--- config.mk ---
export PLATFORM = sky130hd
export DESIGN_NAME = link_top
export DESIGN_NICKNAME = d
export VERILOG_FILES = /design/src/link_pkg.sv /design/src/link_rx.sv /design/src/link_tx.sv /design/src/link_top.sv
export SDC_FILE = /design/constraint.sdc
export NUM_CORES = 1
export LEC_CHECK = 0
export BUFFER_PORTS_ARGS = -buffer_cell sky130_fd_sc_hd__buf_2
export CAP_MARGIN = 5
export CORE_MARGIN = 2
export CORE_UTILIZATION = 39
export CTS_CLUSTER_DIAMETER = 100
export DETAILED_ROUTE_END_ITERATION = 8
export PLACE_DENSITY = 0.61
export SYNTH_ARGS = -nofsm -noshare
export SYNTH_HDL_FRONTEND = slang
export SYNTH_SLANG_ARGS = --single-unit
--- constraint.sdc ---
create_clock -name MCLK -period 3.29 [get_ports MCLK]
set_input_delay 0.1645 -clock MCLK [delete_from_list [all_inputs] [get_ports MCLK]]
set_output_delay 0.1645 -clock MCLK [all_outputs]
set_load 0.02 [all_outputs]
--- src/link_pkg.sv ---
// Shared constants and types for the output-pin programming link
package link_pkg;
  // ------------------------------------------------------------
  // Timing
  // ------------------------------------------------------------
  localparam int CLK_MHZ = 50;
  localparam int BIT_SLOW_US = 1000;
  localparam int BIT_FAST_US = 250;
  localparam int BIT_SLOW_CYC = BIT_SLOW_US * CLK_MHZ;
  localparam int BIT_FAST_CYC = BIT_FAST_US * CLK_MHZ;
  localparam int ENTRY_US = 20;
  localparam int ENTRY_CYC = ENTRY_US * CLK_MHZ;
  localparam int CNT_W = 18;
  // ------------------------------------------------------------
  // Telegram layout
  // ------------------------------------------------------------
  localparam int DATA_W = 16;
  localparam int FRAME_BITS = 22;
  localparam int ACK_BITS = 2;
  localparam int NB_W = 5;
  localparam int MEM_N = 5;
  localparam logic [2:0] CMD_READ = 3'h1;
  localparam logic [2:0] CMD_WRITE = 3'h2;
  localparam logic [2:0] CMD_STORE = 3'h3;
  localparam logic [2:0] ADR_CFG = 3'h0;
  localparam logic [2:0] ADR_ANGLE = 3'h5;
  localparam logic [2:0] ADR_PFAULT = 3'h6;
  localparam logic [2:0] ADR_DIAG = 3'h7;
  localparam logic [15:0] MEM_RST = 16'h0000;
  // Configuration word bits
  localparam int CFG_LOCK = 15;
  localparam int CFG_FINAL_OUTPUT_SELECT_BIT = 14;
  localparam int CFG_FAST = 13;
  localparam int CFG_HOLD = 12;
  localparam int CFG_CLAMP = 11;
  // Programming fault record bits
  localparam int PF_LOCKED = 0;
  localparam int PF_CMD = 1;
  localparam int PF_ADR = 2;
  localparam int PF_FRAME = 3;
  // ------------------------------------------------------------
  // Register map and events
  // ------------------------------------------------------------
  localparam logic [7:0] REG_STATE = 8'h00;
  localparam logic [7:0] REG_IRQ_STAT = 8'h04;
  localparam logic [7:0] REG_IRQ_MASK = 8'h08;
  localparam logic [7:0] REG_CFG = 8'h0C;
  localparam int EV_N = 4;
  localparam int EV_ENTRY = 0;
  localparam int EV_FRAME = 1;
  localparam int EV_FAULT = 2;
  localparam int EV_STORE = 3;
  // Gray-coded along application, listen, execute, turnaround, reply
  typedef enum logic [2:0] {
    S_APP = 3'b000,
    S_LISTEN = 3'b001,
    S_EXEC = 3'b011,
    S_TURN = 3'b010,
    S_REPLY = 3'b110
  } state_t;
endpackage : link_pkg

--- src/link_rx.sv ---
// Bit decoder for the single-wire telegram
`timescale 1ns/1ps
module link_rx
  import link_pkg::*;
(
  input wire logic clk,
  input wire logic rst_n,
  input wire logic enable,
  input wire logic line,
  input wire logic [CNT_W-1:0] bit_cyc,
  output logic bit_vld,
  output logic bit_val,
  output logic frame_end
);
  logic prev_q, active_q, mid_q;
  logic [CNT_W-1:0] cnt_q;
  logic [CNT_W-1:0] three_q;
  logic edge_seen;
  assign edge_seen = line != prev_q;
  // Edges before three quarters of a bit are mid-bit ones; later ones close the bit
  always_ff @(posedge clk) begin
    three_q <= bit_cyc - (bit_cyc >> 2);
  end
  // Edge classification; silence for two bit times ends the telegram
  always_ff @(posedge clk) begin
    bit_vld <= 1'b0;
    frame_end <= 1'b0;
    if (!rst_n || !enable) begin
      prev_q <= 1'b1;
      active_q <= 1'b0;
      mid_q <= 1'b0;
      cnt_q <= '0;
    end else begin
      prev_q <= line;
      if (edge_seen && !active_q) begin
        active_q <= 1'b1;
        cnt_q <= '0;
        mid_q <= 1'b0;
      end else if (edge_seen && cnt_q < three_q) begin
        mid_q <= 1'b1;
        cnt_q <= cnt_q + 1'b1;
      end else if (edge_seen) begin
        bit_vld <= 1'b1;
        bit_val <= mid_q;
        mid_q <= 1'b0;
        cnt_q <= '0;
      end else if (active_q) begin
        cnt_q <= cnt_q + 1'b1;
        if (cnt_q == (bit_cyc << 1)) begin
          frame_end <= 1'b1;
          active_q <= 1'b0;
        end
      end
    end
  end
endmodule : link_rx

--- src/link_tx.sv ---
// Bit encoder that modulates the reply onto the pin
`timescale 1ns/1ps
module link_tx
  import link_pkg::*;
(
  input wire logic clk,
  input wire logic rst_n,
  input wire logic start,
  input wire logic [NB_W-1:0] nbits,
  input wire logic [DATA_W-1:0] word,
  input wire logic [CNT_W-1:0] bit_cyc,
  output logic line_o,
  output logic busy
);
  logic [CNT_W-1:0] cnt_q;
  logic [NB_W-1:0] idx_q;
  logic cur;
  assign cur = word[idx_q[3:0]];
  // Leading edge marks the first bit; every bit ends in an edge
  always_ff @(posedge clk) begin
    if (!rst_n) begin
      line_o <= 1'b1;
      busy <= 1'b0;
      cnt_q <= '0;
      idx_q <= '0;
    end else if (start && !busy) begin
      line_o <= ~line_o;
      busy <= 1'b1;
      cnt_q <= '0;
      idx_q <= nbits - 1'b1;
    end else if (busy) begin
      cnt_q <= cnt_q + 1'b1;
      if (cnt_q == bit_cyc - 1'b1) begin
        line_o <= ~line_o;
        cnt_q <= '0;
        if (idx_q == '0) busy <= 1'b0;
        else idx_q <= idx_q - 1'b1;
      end else if (cnt_q == (bit_cyc >> 1) - 1'b1 && cur) begin
        line_o <= ~line_o;
      end
    end else begin
      line_o <= 1'b1; // Idle high matches the pull-up, so driving starts without a step
    end
  end
endmodule : link_tx

--- src/link_top.sv ---
// Programming link multiplexed onto the sensor output pin
// Behaviour
// - Power-up always lands in application mode
// - Overdrive pulse on pin enters programming
// - Device answers by driving the pin
// - Zero bit: no level change inside
// - One bit: level change at half
// - Every bit ends with a level change
// - Slow bit time 1000 us, bit13 clear
// - Fast bit time 250 us, bit13 set
// - Link carries memory, error codes, angle
// - Write and store answer two acknowledges
// - Fault hold makes second acknowledge fail
// - Lock bit status readable after locking
//
// The APB slave port and the register offsets were chosen for this implementation.
`timescale 1ns/1ps
module link_top
  import link_pkg::*;
#(
  parameter int SLOW_CYC = BIT_SLOW_CYC,
  parameter int FAST_CYC = BIT_FAST_CYC
) (
  input wire logic MCLK,
  input wire logic RESET_N,
  input wire logic PIN_I,
  output logic PIN_O,
  output logic PIN_OE_N,
  input wire logic APP_LEVEL,
  input wire logic [11:0] ANGLE,
  input wire logic [15:0] ERR_CODE,
  output logic PROG_MODE,
  input wire logic PSEL,
  input wire logic PENABLE,
  input wire logic PWRITE,
  input wire logic [7:0] PADDR,
  input wire logic [31:0] PWDATA,
  output logic [31:0] PRDATA,
  output logic PREADY,
  output logic PSLVERR,
  output logic IRQ
);
  // ------------------------------------------------------------
  // Declarations
  // ------------------------------------------------------------
  state_t st_q;
  logic pin_m_q, pin_s_q;
  logic drv1_q, drv2_q, oe1_q, oe2_q;
  logic [CNT_W-1:0] mis_q, turn_q, bit_cyc;
  logic [DATA_W-1:0] mem_q [MEM_N];
  logic [DATA_W-1:0] nvm_q [MEM_N];
  logic [DATA_W-1:0] pf_q;
  logic [FRAME_BITS-1:0] frm_q;
  logic [NB_W-1:0] nb_q;
  logic [DATA_W-1:0] tx_word_q;
  logic [NB_W-1:0] tx_n_q;
  logic tx_start_q, tx_busy, tx_line;
  logic bit_vld, bit_val, frame_end;
  logic [2:0] cmd, adr;
  logic [DATA_W-1:0] dat;
  logic bad_frame, bad_cmd, bad_adr, locked, hold, err, wr_ok, st_ok;
  logic [EV_N-1:0] ev, irq_stat_q, irq_mask_q;
  logic apb_acc, apb_wr;
  // ------------------------------------------------------------
  // Pin synchroniser and entry pulse detection
  // ------------------------------------------------------------
  // Two stages before any logic looks at the pin
  always_ff @(posedge MCLK) begin
    pin_m_q <= PIN_I;
    pin_s_q <= pin_m_q;
  end
  // Driven level delayed to line up with the synchronised pin
  always_ff @(posedge MCLK) begin
    drv1_q <= PIN_O;
    drv2_q <= drv1_q;
  end
  // Drive enable delayed alike; the decoder must not hear the tail of our own reply
  always_ff @(posedge MCLK) begin
    oe1_q <= PIN_OE_N;
    oe2_q <= oe1_q;
  end
  // Count cycles in which the programmer overrides our level
  always_ff @(posedge MCLK) begin
    if (!RESET_N || st_q != S_APP || pin_s_q == drv2_q) mis_q <= '0;
    else if (mis_q != CNT_W'(ENTRY_CYC)) mis_q <= mis_q + 1'b1;
  end
  // ------------------------------------------------------------
  // Telegram field decode
  // ------------------------------------------------------------
  assign cmd = frm_q[21:19];
  assign adr = frm_q[18:16];
  assign dat = frm_q[15:0];
  assign locked = nvm_q[0][CFG_LOCK];
  assign hold = mem_q[0][CFG_HOLD];
  assign bad_frame = nb_q != NB_W'(FRAME_BITS);
  assign bad_cmd = cmd != CMD_READ && cmd != CMD_WRITE && cmd != CMD_STORE;
  assign bad_adr = cmd == CMD_WRITE && adr >= ADR_ANGLE;
  // Locked parts refuse to change memory
  assign wr_ok = st_q == S_EXEC && !bad_frame && cmd == CMD_WRITE && !bad_adr && !locked;
  assign st_ok = st_q == S_EXEC && !bad_frame && cmd == CMD_STORE && !locked;
  assign err = bad_cmd || bad_adr || (locked && cmd != CMD_READ);
  // Stored setting picks the bit time; a live write would break the link mid-session
  assign bit_cyc = nvm_q[0][CFG_FAST] ? CNT_W'(FAST_CYC) : CNT_W'(SLOW_CYC);
  // ------------------------------------------------------------
  // Mode and telegram sequencer
  // ------------------------------------------------------------
  // Only a reset leaves programming mode
  always_ff @(posedge MCLK) begin
    tx_start_q <= 1'b0;
    if (!RESET_N) begin
      st_q <= S_APP;
      nb_q <= '0;
      frm_q <= '0;
      turn_q <= '0;
    end else begin
      case (st_q)
        S_APP: begin
          if (mis_q == CNT_W'(ENTRY_CYC)) st_q <= S_LISTEN;
        end
        S_LISTEN: begin
          if (bit_vld) begin
            frm_q <= {frm_q[FRAME_BITS-2:0], bit_val};
            if (nb_q != '1) nb_q <= nb_q + 1'b1;
          end
          if (frame_end) st_q <= S_EXEC;
        end
        S_EXEC: begin
          nb_q <= '0;
          turn_q <= '0;
          // A broken telegram gets no answer at all
          st_q <= bad_frame ? S_LISTEN : S_TURN;
        end
        S_TURN: begin
          turn_q <= turn_q + 1'b1;
          if (turn_q == bit_cyc) begin
            tx_start_q <= 1'b1;
            st_q <= S_REPLY;
          end
        end
        S_REPLY: begin
          if (!tx_start_q && !tx_busy) st_q <= S_LISTEN;
        end
        default: st_q <= S_APP;
      endcase
    end
  end
  // Reply content: read data or the two acknowledges
  always_ff @(posedge MCLK) begin
    if (!RESET_N) begin
      tx_word_q <= '0;
      tx_n_q <= '0;
    end else if (st_q == S_EXEC) begin
      if (cmd == CMD_READ) begin
        tx_n_q <= NB_W'(DATA_W);
        case (adr)
          ADR_ANGLE: tx_word_q <= {4'h0, ANGLE};
          ADR_PFAULT: tx_word_q <= pf_q;
          ADR_DIAG: tx_word_q <= ERR_CODE;
          ADR_CFG: tx_word_q <= {nvm_q[0][CFG_LOCK], mem_q[0][14:0]};
          default: tx_word_q <= mem_q[adr];
        endcase
      end else begin
        tx_n_q <= NB_W'(ACK_BITS);
        // Second acknowledge fails only when the fault hold is armed
        tx_word_q <= {14'h0, !bad_cmd, !(err && hold)};
      end
    end
  end
  // ------------------------------------------------------------
  // Memory: working copy and stored copy per entry
  // ------------------------------------------------------------
  for (genvar i = 0; i < MEM_N; i++) begin : g_mem
    always_ff @(posedge MCLK) begin
      if (!RESET_N) begin
        mem_q[i] <= MEM_RST;
      end else if (wr_ok && adr == 3'(i)) begin
        mem_q[i] <= dat;
      end
    end
    // Stored copy survives only until the next reset here
    always_ff @(posedge MCLK) begin
      if (!RESET_N) nvm_q[i] <= MEM_RST;
      else if (st_ok) nvm_q[i] <= mem_q[i];
    end
  end
  // Fault record is sticky until the programmer reads it back
  always_ff @(posedge MCLK) begin
    if (!RESET_N) begin
      pf_q <= '0;
    end else if (st_q == S_EXEC) begin
      if (cmd == CMD_READ && adr == ADR_PFAULT && !bad_frame) pf_q <= '0;
      if (bad_frame) pf_q[PF_FRAME] <= 1'b1;
      else begin
        if (locked && cmd != CMD_READ) pf_q[PF_LOCKED] <= 1'b1;
        if (bad_cmd) pf_q[PF_CMD] <= 1'b1;
        if (bad_adr) pf_q[PF_ADR] <= 1'b1;
      end
    end
  end
  // ------------------------------------------------------------
  // Bit coders
  // ------------------------------------------------------------
  // Decoder listens only once the released pin has passed the synchroniser
  link_rx u_rx (
    .clk(MCLK),
    .rst_n(RESET_N),
    .enable(st_q == S_LISTEN && oe2_q),
    .line(pin_s_q),
    .bit_cyc(bit_cyc),
    .bit_vld(bit_vld),
    .bit_val(bit_val),
    .frame_end(frame_end)
  );
  link_tx u_tx (
    .clk(MCLK),
    .rst_n(RESET_N),
    .start(tx_start_q),
    .nbits(tx_n_q),
    .word(tx_word_q),
    .bit_cyc(bit_cyc),
    .line_o(tx_line),
    .busy(tx_busy)
  );
  // Pin drive: sensor level in application, reply only while answering
  always_ff @(posedge MCLK) begin
    if (!RESET_N) begin
      PIN_O <= 1'b1;
      PIN_OE_N <= 1'b0;
      PROG_MODE <= 1'b0;
    end else begin
      PIN_O <= st_q == S_APP ? APP_LEVEL : tx_line;
      PIN_OE_N <= !(st_q == S_APP || st_q == S_REPLY);
      PROG_MODE <= st_q != S_APP;
    end
  end
  // ------------------------------------------------------------
  // APB slave and interrupts
  // ------------------------------------------------------------
  assign apb_acc = PSEL && PENABLE && !PREADY;
  // Writes land at the edge that completes the transfer, with PREADY seen high
  assign apb_wr = PSEL && PENABLE && PREADY && PWRITE;
  assign ev[EV_ENTRY] = st_q == S_APP && mis_q == CNT_W'(ENTRY_CYC);
  assign ev[EV_FRAME] = frame_end && st_q == S_LISTEN;
  assign ev[EV_FAULT] = st_q == S_EXEC && (bad_frame || err);
  assign ev[EV_STORE] = st_ok;
  // One wait state; unmapped addresses answer with an error
  always_ff @(posedge MCLK) begin
    if (!RESET_N) begin
      PREADY <= 1'b0;
      PSLVERR <= 1'b0;
      PRDATA <= 32'h00000000;
    end else begin
      PREADY <= apb_acc;
      PSLVERR <= 1'b0;
      PRDATA <= 32'h00000000;
      if (apb_acc) begin
        case (PADDR)
          REG_STATE: PRDATA <= {27'h0, st_q, locked, st_q != S_APP};
          REG_IRQ_STAT: PRDATA <= {28'h0, irq_stat_q};
          REG_IRQ_MASK: PRDATA <= {28'h0, irq_mask_q};
          REG_CFG: PRDATA <= {16'h0, nvm_q[0]};
          default: PSLVERR <= 1'b1;
        endcase
      end
    end
  end
  // Sticky events, write one to clear; a new event beats the clear
  always_ff @(posedge MCLK) begin
    if (!RESET_N) irq_stat_q <= '0;
    else if (apb_wr && PADDR == REG_IRQ_STAT)
      irq_stat_q <= (irq_stat_q & ~PWDATA[EV_N-1:0]) | ev;
    else irq_stat_q <= irq_stat_q | ev;
  end
  // Mask register
  always_ff @(posedge MCLK) begin
    if (!RESET_N) irq_mask_q <= '0;
    else if (apb_wr && PADDR == REG_IRQ_MASK) irq_mask_q <= PWDATA[EV_N-1:0];
  end
  // Level interrupt
  always_ff @(posedge MCLK) begin
    if (!RESET_N) IRQ <= 1'b0;
    else IRQ <= |(irq_stat_q & irq_mask_q);
  end
endmodule : link_top

## Word level (Yosys, flattened, before mapping)

Memories as Yosys holds them, arrays and structs flattened. A register that Yosys moved wholly into a read port is not among the register bits.
Cells that the tools add are included.

| storage, ports and cells | value |
|---|---|
| bits in registers | 211 |
| bits in writable memories | 160 |
| output and inout bits | 38 |
| memories | 2 |

Memory list:

| name | depth | width | rd ports | clocked after memory_dff | wr ports | line | RTL |
|---|---|---|---|---|---|---|---|
| mem_q | 5 | 16 | 6 | 1 | 5 | link_top.sv:50 | `logic [DATA_W-1:0] mem_q [MEM_N];` |
| nvm_q | 5 | 16 | 1 | 0 | 5 | link_top.sv:51 | `logic [DATA_W-1:0] nvm_q [MEM_N];` |

| cells by class | value |
|---|---|
| add/sub/neg operators | 10 |
| order comparisons | 3 |
| equality and inequality tests | 40 |
| mux-type cells | 83 |
| bitwise operators | 21 |
| reductions and logical operators | 79 |

Operators by type and width:

| cell | number |
|---|---|
| two-way mux 16 bit | 12 |
| one-hot mux 16 bit (4 select lines) | 2 |
| adder 18 x 1 -> 18 bit (second input constant) | 4 |
| two-way mux 18 bit | 4 |
| two-way mux 1 bit | 44 |
| == test 18 bit | 2 |
| one-hot mux 18 bit (2 select lines) | 1 |
| two-way mux 5 bit | 7 |
| logical AND 1 bit | 33 |
| two-way mux 3 bit | 7 |
| == test 18 x 10 -> 1 bit (second input constant) | 1 |
| == test 18 x 16 -> 1 bit | 1 |
| == test 18 x 17 -> 1 bit | 1 |
| == test 3 x 2 -> 1 bit (second input constant) | 6 |
| less-than comparator 18 bit | 1 |
| inequality test 18 x 10 -> 1 bit (second input constant) | 1 |
| subtractor 16 x 1 -> 17 bit (second input constant) | 1 |
| subtractor 16 x 14 -> 17 bit | 1 |
| == test 8 x 4 -> 1 bit (second input constant) | 2 |
| subtractor 15 x 1 -> 16 bit (second input constant) | 1 |
| == test 3 bit (second input constant) | 5 |
| one-hot mux 3 bit (5 select lines) | 1 |
| zero test 1 bit | 12 |
| nonzero test 2 bit | 6 |
| other kinds (35) | 80 |

## Logic depth before layout (Yosys ltp)

| depth | value |
|---|---|
| depth in word-level cells | 11 |
| depth in mapped cells | 9 |
| depth with buffers taken out | 8 |

## Cells and area by module

From an unflattened synthesis, not the netlist that was laid out.

| unflattened totals | value |
|---|---|
| cells, all modules | 1629 |
| area, all modules | 15224.6 um^2 |

Modules (own cells, without submodules):

| module | times used | cells each | area an instance (um^2) | seq. area each (um^2) |
|---|---|---|---|---|
| link_top | 1 | 975 | 9892.0 | 5445.2 |
| link_rx | 1 | 335 | 2825.2 | 850.8 |
| link_tx | 1 | 319 | 2507.4 | 500.5 |

## Worst setup path after synthesis

Ideal clock, no wire load.

| path | value |
|---|---|
| kind | reg2reg |
| start | reg st_q[0] |
| end | mem mem_q[0][0], enable pin |
| library setup time | 0.414 ns |
| arrival time | 2.271 ns |
| required time | 2.876 ns |
| path slack | 0.604 ns |
| cell stages (with the launch flop) | 7 |
| buffers on the path | 1 |
| path through | dfxtp_1 > buf_2 > and2b_1 > nand2_1 > nor2_1 > nand2_1 > o31ai_1 |

RTL lines:

| what | line | RTL |
|---|---|---|
| start: declaration | link_top.sv:46 | `state_t st_q;` |
| start signal: assignment | link_top.sv:131 | `st_q <= bad_frame ? S_LISTEN : S_TURN;` |
| end: declaration | link_top.sv:50 |  |

==> results.md <==
- Outcome: complete, no violations
- Master cell of the clock root buffer: clkbuf_16
- Period Utilization, post-route: 0.8530
- Summed negative setup slack over all endpoints: 0 ns
- Final count of hold timing violations: 0
- Number of storage elements in the synthesis netlist: 275
- Sequential cell fraction of total power: 0.484
- Area of the die: approximately 34000 um2
- Power Internal: 5.853 mW
- Remaining routing DRC violations: 0
- Largest net degree at the start of global routing: 64
- Count of input and output buffers: 68
- Initial DRT Pass Iterations: 5
- Antenna Cells: 0
- Fraction of power spent switching nets: 0.2092
- Routed WL: 31670 um
- Post-detail-place hpwl: 21560 um
- Routed vias/inst: 5.300
- Fraction of synthesis flops using an asynchronous set or reset pin: 0
- CTS Buffer Depth: 3
- Growth of design area from synthesis to finish: 14.92%
- Count of flip-flops with a built-in enable after synthesis: 97
- Global-route wire length before repair: 51170 um
- Number of DRC markers after the initial detailed-route iteration: 724
- Count of distinct cell types in the synthesized netlist: 78
- Max-slew headroom: 0.1557
- Chip Height: 185.5 um
- Type of element capturing the critical path: flop
- Sw Pwr: around 1.5 mW
- Area of all placed cells without fillers: roughly 15000 um2
- Dominant register cell in the synthesized netlist: dfxtp_1
- Overall routing resource usage: 0.1885
- Data arrival time of the critical path: 3.22 ns
- TritonCTS clock tree: yes
- Yosys Warn Count: 0
- Cells after synthesis: between 1000 and 1500
- Leakage Power: 5.370 nW
- Placed instance area: 13570 um2
- Ratio of cells with drive above 1 in the final layout: 0.1425
- Die Span X: 185.5 um
- Launching element of the worst setup path: st_q[2]
- Hold/Removal Path Class: input port to flop
- Num CTS Buffers: 30
- Clk sink count: 275
- Critical path launch point type: flop
- R2r startpoint: st_q[2]
- Data required, critical path: 3.70 ns
- Antenna violations before repair: 0
- Unrepaired setup endpoints after global routing: no
- Number of non-filler instances in the completed layout: around 1800
- Post-DR wirelength/cell: between 15 and 20 um
- H-tree Lvls: 1
- Post-Syn Area: 12840 um2
- Clock power share: 0.488
- Clk slew on worst S/H paths: 0.07 ns
- Worst hold slack: 0.01773 ns
- Worst Path Max Fanout: 16
- Critical Setup Path Class: flop to flop
- Core area: 32450 um2
- Vias in the first global route: 9315
- Post-layout nets: 1439
- # IOs: 113
- Gate power share: 0.028
- Count of final setup violators: 0
- Post-synthesis area per instance: 10.04 um2
- Vias: 9593
- Slew at the pin with the worst max-slew slack: 1.262 ns
- # placed instances: 1743
- Max-cap viol count: 0
- Global-route congestion overflow total: 0
- Row count: 66
- Post-route clock skew: ~0.012 ns
- Max frequency: between 300 and 400 MHz
- Pwr/cell area: roughly 500 nW/um2
- Initial core utilization: 0.3957
- Final slew viol count: 0
- Antenna Violating Nets Remaining: 0
- Worst Hold Launch: PADDR[2]
- Sequential fraction of the synthesis area: 0.5043
- Maximum resistive drop on vdd: 0.4202 mV
- GPL Wtd Cong: 0.8399
- Post-route minimum period: 2.806 ns
- Clk_lat worst skew: 0.55 ns
==> flip-flops by register name, indices dropped and copies added (netlist names), 2 cells and up, named ones only <==
register / cells
u_rx.three_q: 2
frm_q: 22
mem_q: 80
turn_q: 18
st_q: 3
u_tx.cnt_q: 18
nb_q: 5
tx_word_q: 16
PRDATA: 16
nvm_q: 16
pf_q: 4
irq_mask_q: 4
u_rx.cnt_q: 18
irq_stat_q: 4
u_tx.idx_q: 5
mis_q: 18
tx_n_q: 2
==> synth_stat cells, drive strengths merged, types with 3 or more instances <==
| library cell | number | area (um2) |
|---|---|---|
| a211oi | 21 | 157.7 |
| a21boi | 5 | 37.54 |
| a21oi | 67 | 335.3 |
| a221oi | 3 | 26.28 |
| a22o | 3 | 26.28 |
| a22oi | 9 | 67.56 |
| a31oi | 17 | 106.4 |
| a32o | 7 | 70.07 |
| and2 | 113 | 706.9 |
| and3 | 15 | 95.09 |
| and4 | 7 | 61.31 |
| and4b | 4 | 40.04 |
| buf | 33 | 221.5 |
| clkbuf | 55 | 206.5 |
| dfxtp | 178 | 3563 |
| edfxtp | 97 | 2913 |
| ha | 20 | 250.2 |
| inv | 21 | 78.82 |
| mux2 | 3 | 33.78 |
| mux2i | 26 | 260.3 |
| mux4 | 24 | 540.5 |
| nand2 | 133 | 499.2 |
| nand2b | 11 | 68.82 |
| nand3 | 30 | 155.1 |
| nand4 | 26 | 162.7 |
| nor2 | 113 | 424.2 |
| nor2b | 12 | 75.07 |
| nor3 | 23 | 120.1 |
| nor3b | 6 | 45.04 |
| nor4 | 11 | 83.83 |
| nor4b | 9 | 91.34 |
| nor4bb | 3 | 30.03 |
| o2111ai | 5 | 50.04 |
| o211ai | 4 | 35.03 |
| o21ai | 48 | 240.2 |
| o22ai | 8 | 50.05 |
| or2 | 5 | 31.28 |
| or3 | 18 | 112.6 |
| xnor2 | 28 | 245.2 |
| xor2 | 29 | 261.5 |
==> critical path: stages (launching register included) <==
cell and delay (ns):
dfxtp_1 0.40, and2b_1 0.32, and2_1 0.38, nand4_1 0.28
nor2_1 1.02, and2_1 0.25
==> metrics by stage <==
step / total power, mW / utilization / setup slack (ns)
final: 7.401 / 0.4547 / 0.4835
after global routing: 7.647 / 0.4547 / 0.2315
after floorplan: 3.776 / - / 0.6045
after detailed placement: 3.857 / 0.4182 / 0.5637
after global placement: 3.852 / 0.4182 / 0.6759
after CTS: 7.489 / 0.4547 / 0.5419
==> final timing paths <==
check	cells past startpoint	slack [ns]	end
worst min register to register	0	0.33	oe2_q
worst max-delay path	5	0.48	mem_q[1][11]
worst min-delay path	3	0.02	PRDATA[4]
worst max register to register	5	0.48	mem_q[1][11]
==> final cells by class <==
class	count	area (um2)
fill	3015	17700
clock buffer	40	859.6
inverter	22	82.58
sequential	275	6476
timing repair buffer	106	653.1
clock inverter	16	216.5
tap	442	553.0
multi-input combinational	909	5916
==> placed cells by master (no fill, tap or decap), drive strengths merged, types with 5 or more instances in the layout <==
| master | instances |
|---|---|
| a211oi | 21 |
| a21boi | 5 |
| a21oi | 67 |
| a22oi | 9 |
| a31oi | 17 |
| a32o | 7 |
| and2 | 113 |
| and3 | 15 |
| and4 | 7 |
| buf | 95 |
| bufinv | 5 |
| clkbuf | 40 |
| clkinv | 9 |
| conb | 16 |
| dfxtp | 178 |
| dlygate4sd3 | 11 |
| edfxtp | 97 |
| ha | 20 |
| inv | 21 |
| mux2i | 26 |
| mux4 | 24 |
| nand2 | 133 |
| nand2b | 11 |
| nand3 | 30 |
| nand4 | 26 |
| nor2 | 113 |
| nor2b | 12 |
| nor3 | 23 |
| nor3b | 6 |
| nor4 | 11 |
| nor4b | 9 |
| o2111ai | 5 |
| o21ai | 48 |
| o22ai | 8 |
| or2 | 5 |
| or3 | 18 |
| xnor2 | 28 |
| xor2 | 29 |
==> routing by layer <==
layer / part of all wire / GRT usage / up-vias
met2: 0.45 / 0.2985 / 286
met5: 0 / 0 / -
li1: - / - / 4682
met3: 0.065 / 0.02896 / 51
met4: 0.026 / 0.05524 / 0
met1: 0.46 / 0.2667 / 4574
==> repair_timing <==
item                      4_1_cts  5_1_grt
hold buffers                   11        0
resized for setup               0        0
hold endpoints to repair       13        0
setup buffers                   0        0
==> power by group through the flow <==
stage          sequential, mW  clock, mW  combinational [mW]
2_1_floorplan            3.65          0               0.128
3_3_place_gp             3.66          0               0.196
3_5_place_dp             3.66          0               0.198
4_1_cts                  3.58       3.70               0.209
5_1_grt                  3.59       3.83               0.228
6_report                 3.58       3.61               0.207
==> cells by family after synthesis <==
logic type / count (synthesis) / synth area share
buffers and inverters: 110 / 0.03975
adders and majority gates: 20 / 0.01949
muxes: 53 / 0.06499
DFF: 275 / 0.5043
other: 1 / 0.0002920
and+or+nand+nor: 547 / 0.2238
AOI/OAI and AO/OA: 216 / 0.1079
xor gates and xnor gates: 57 / 0.03946
(Power assumes the default switching activity.)
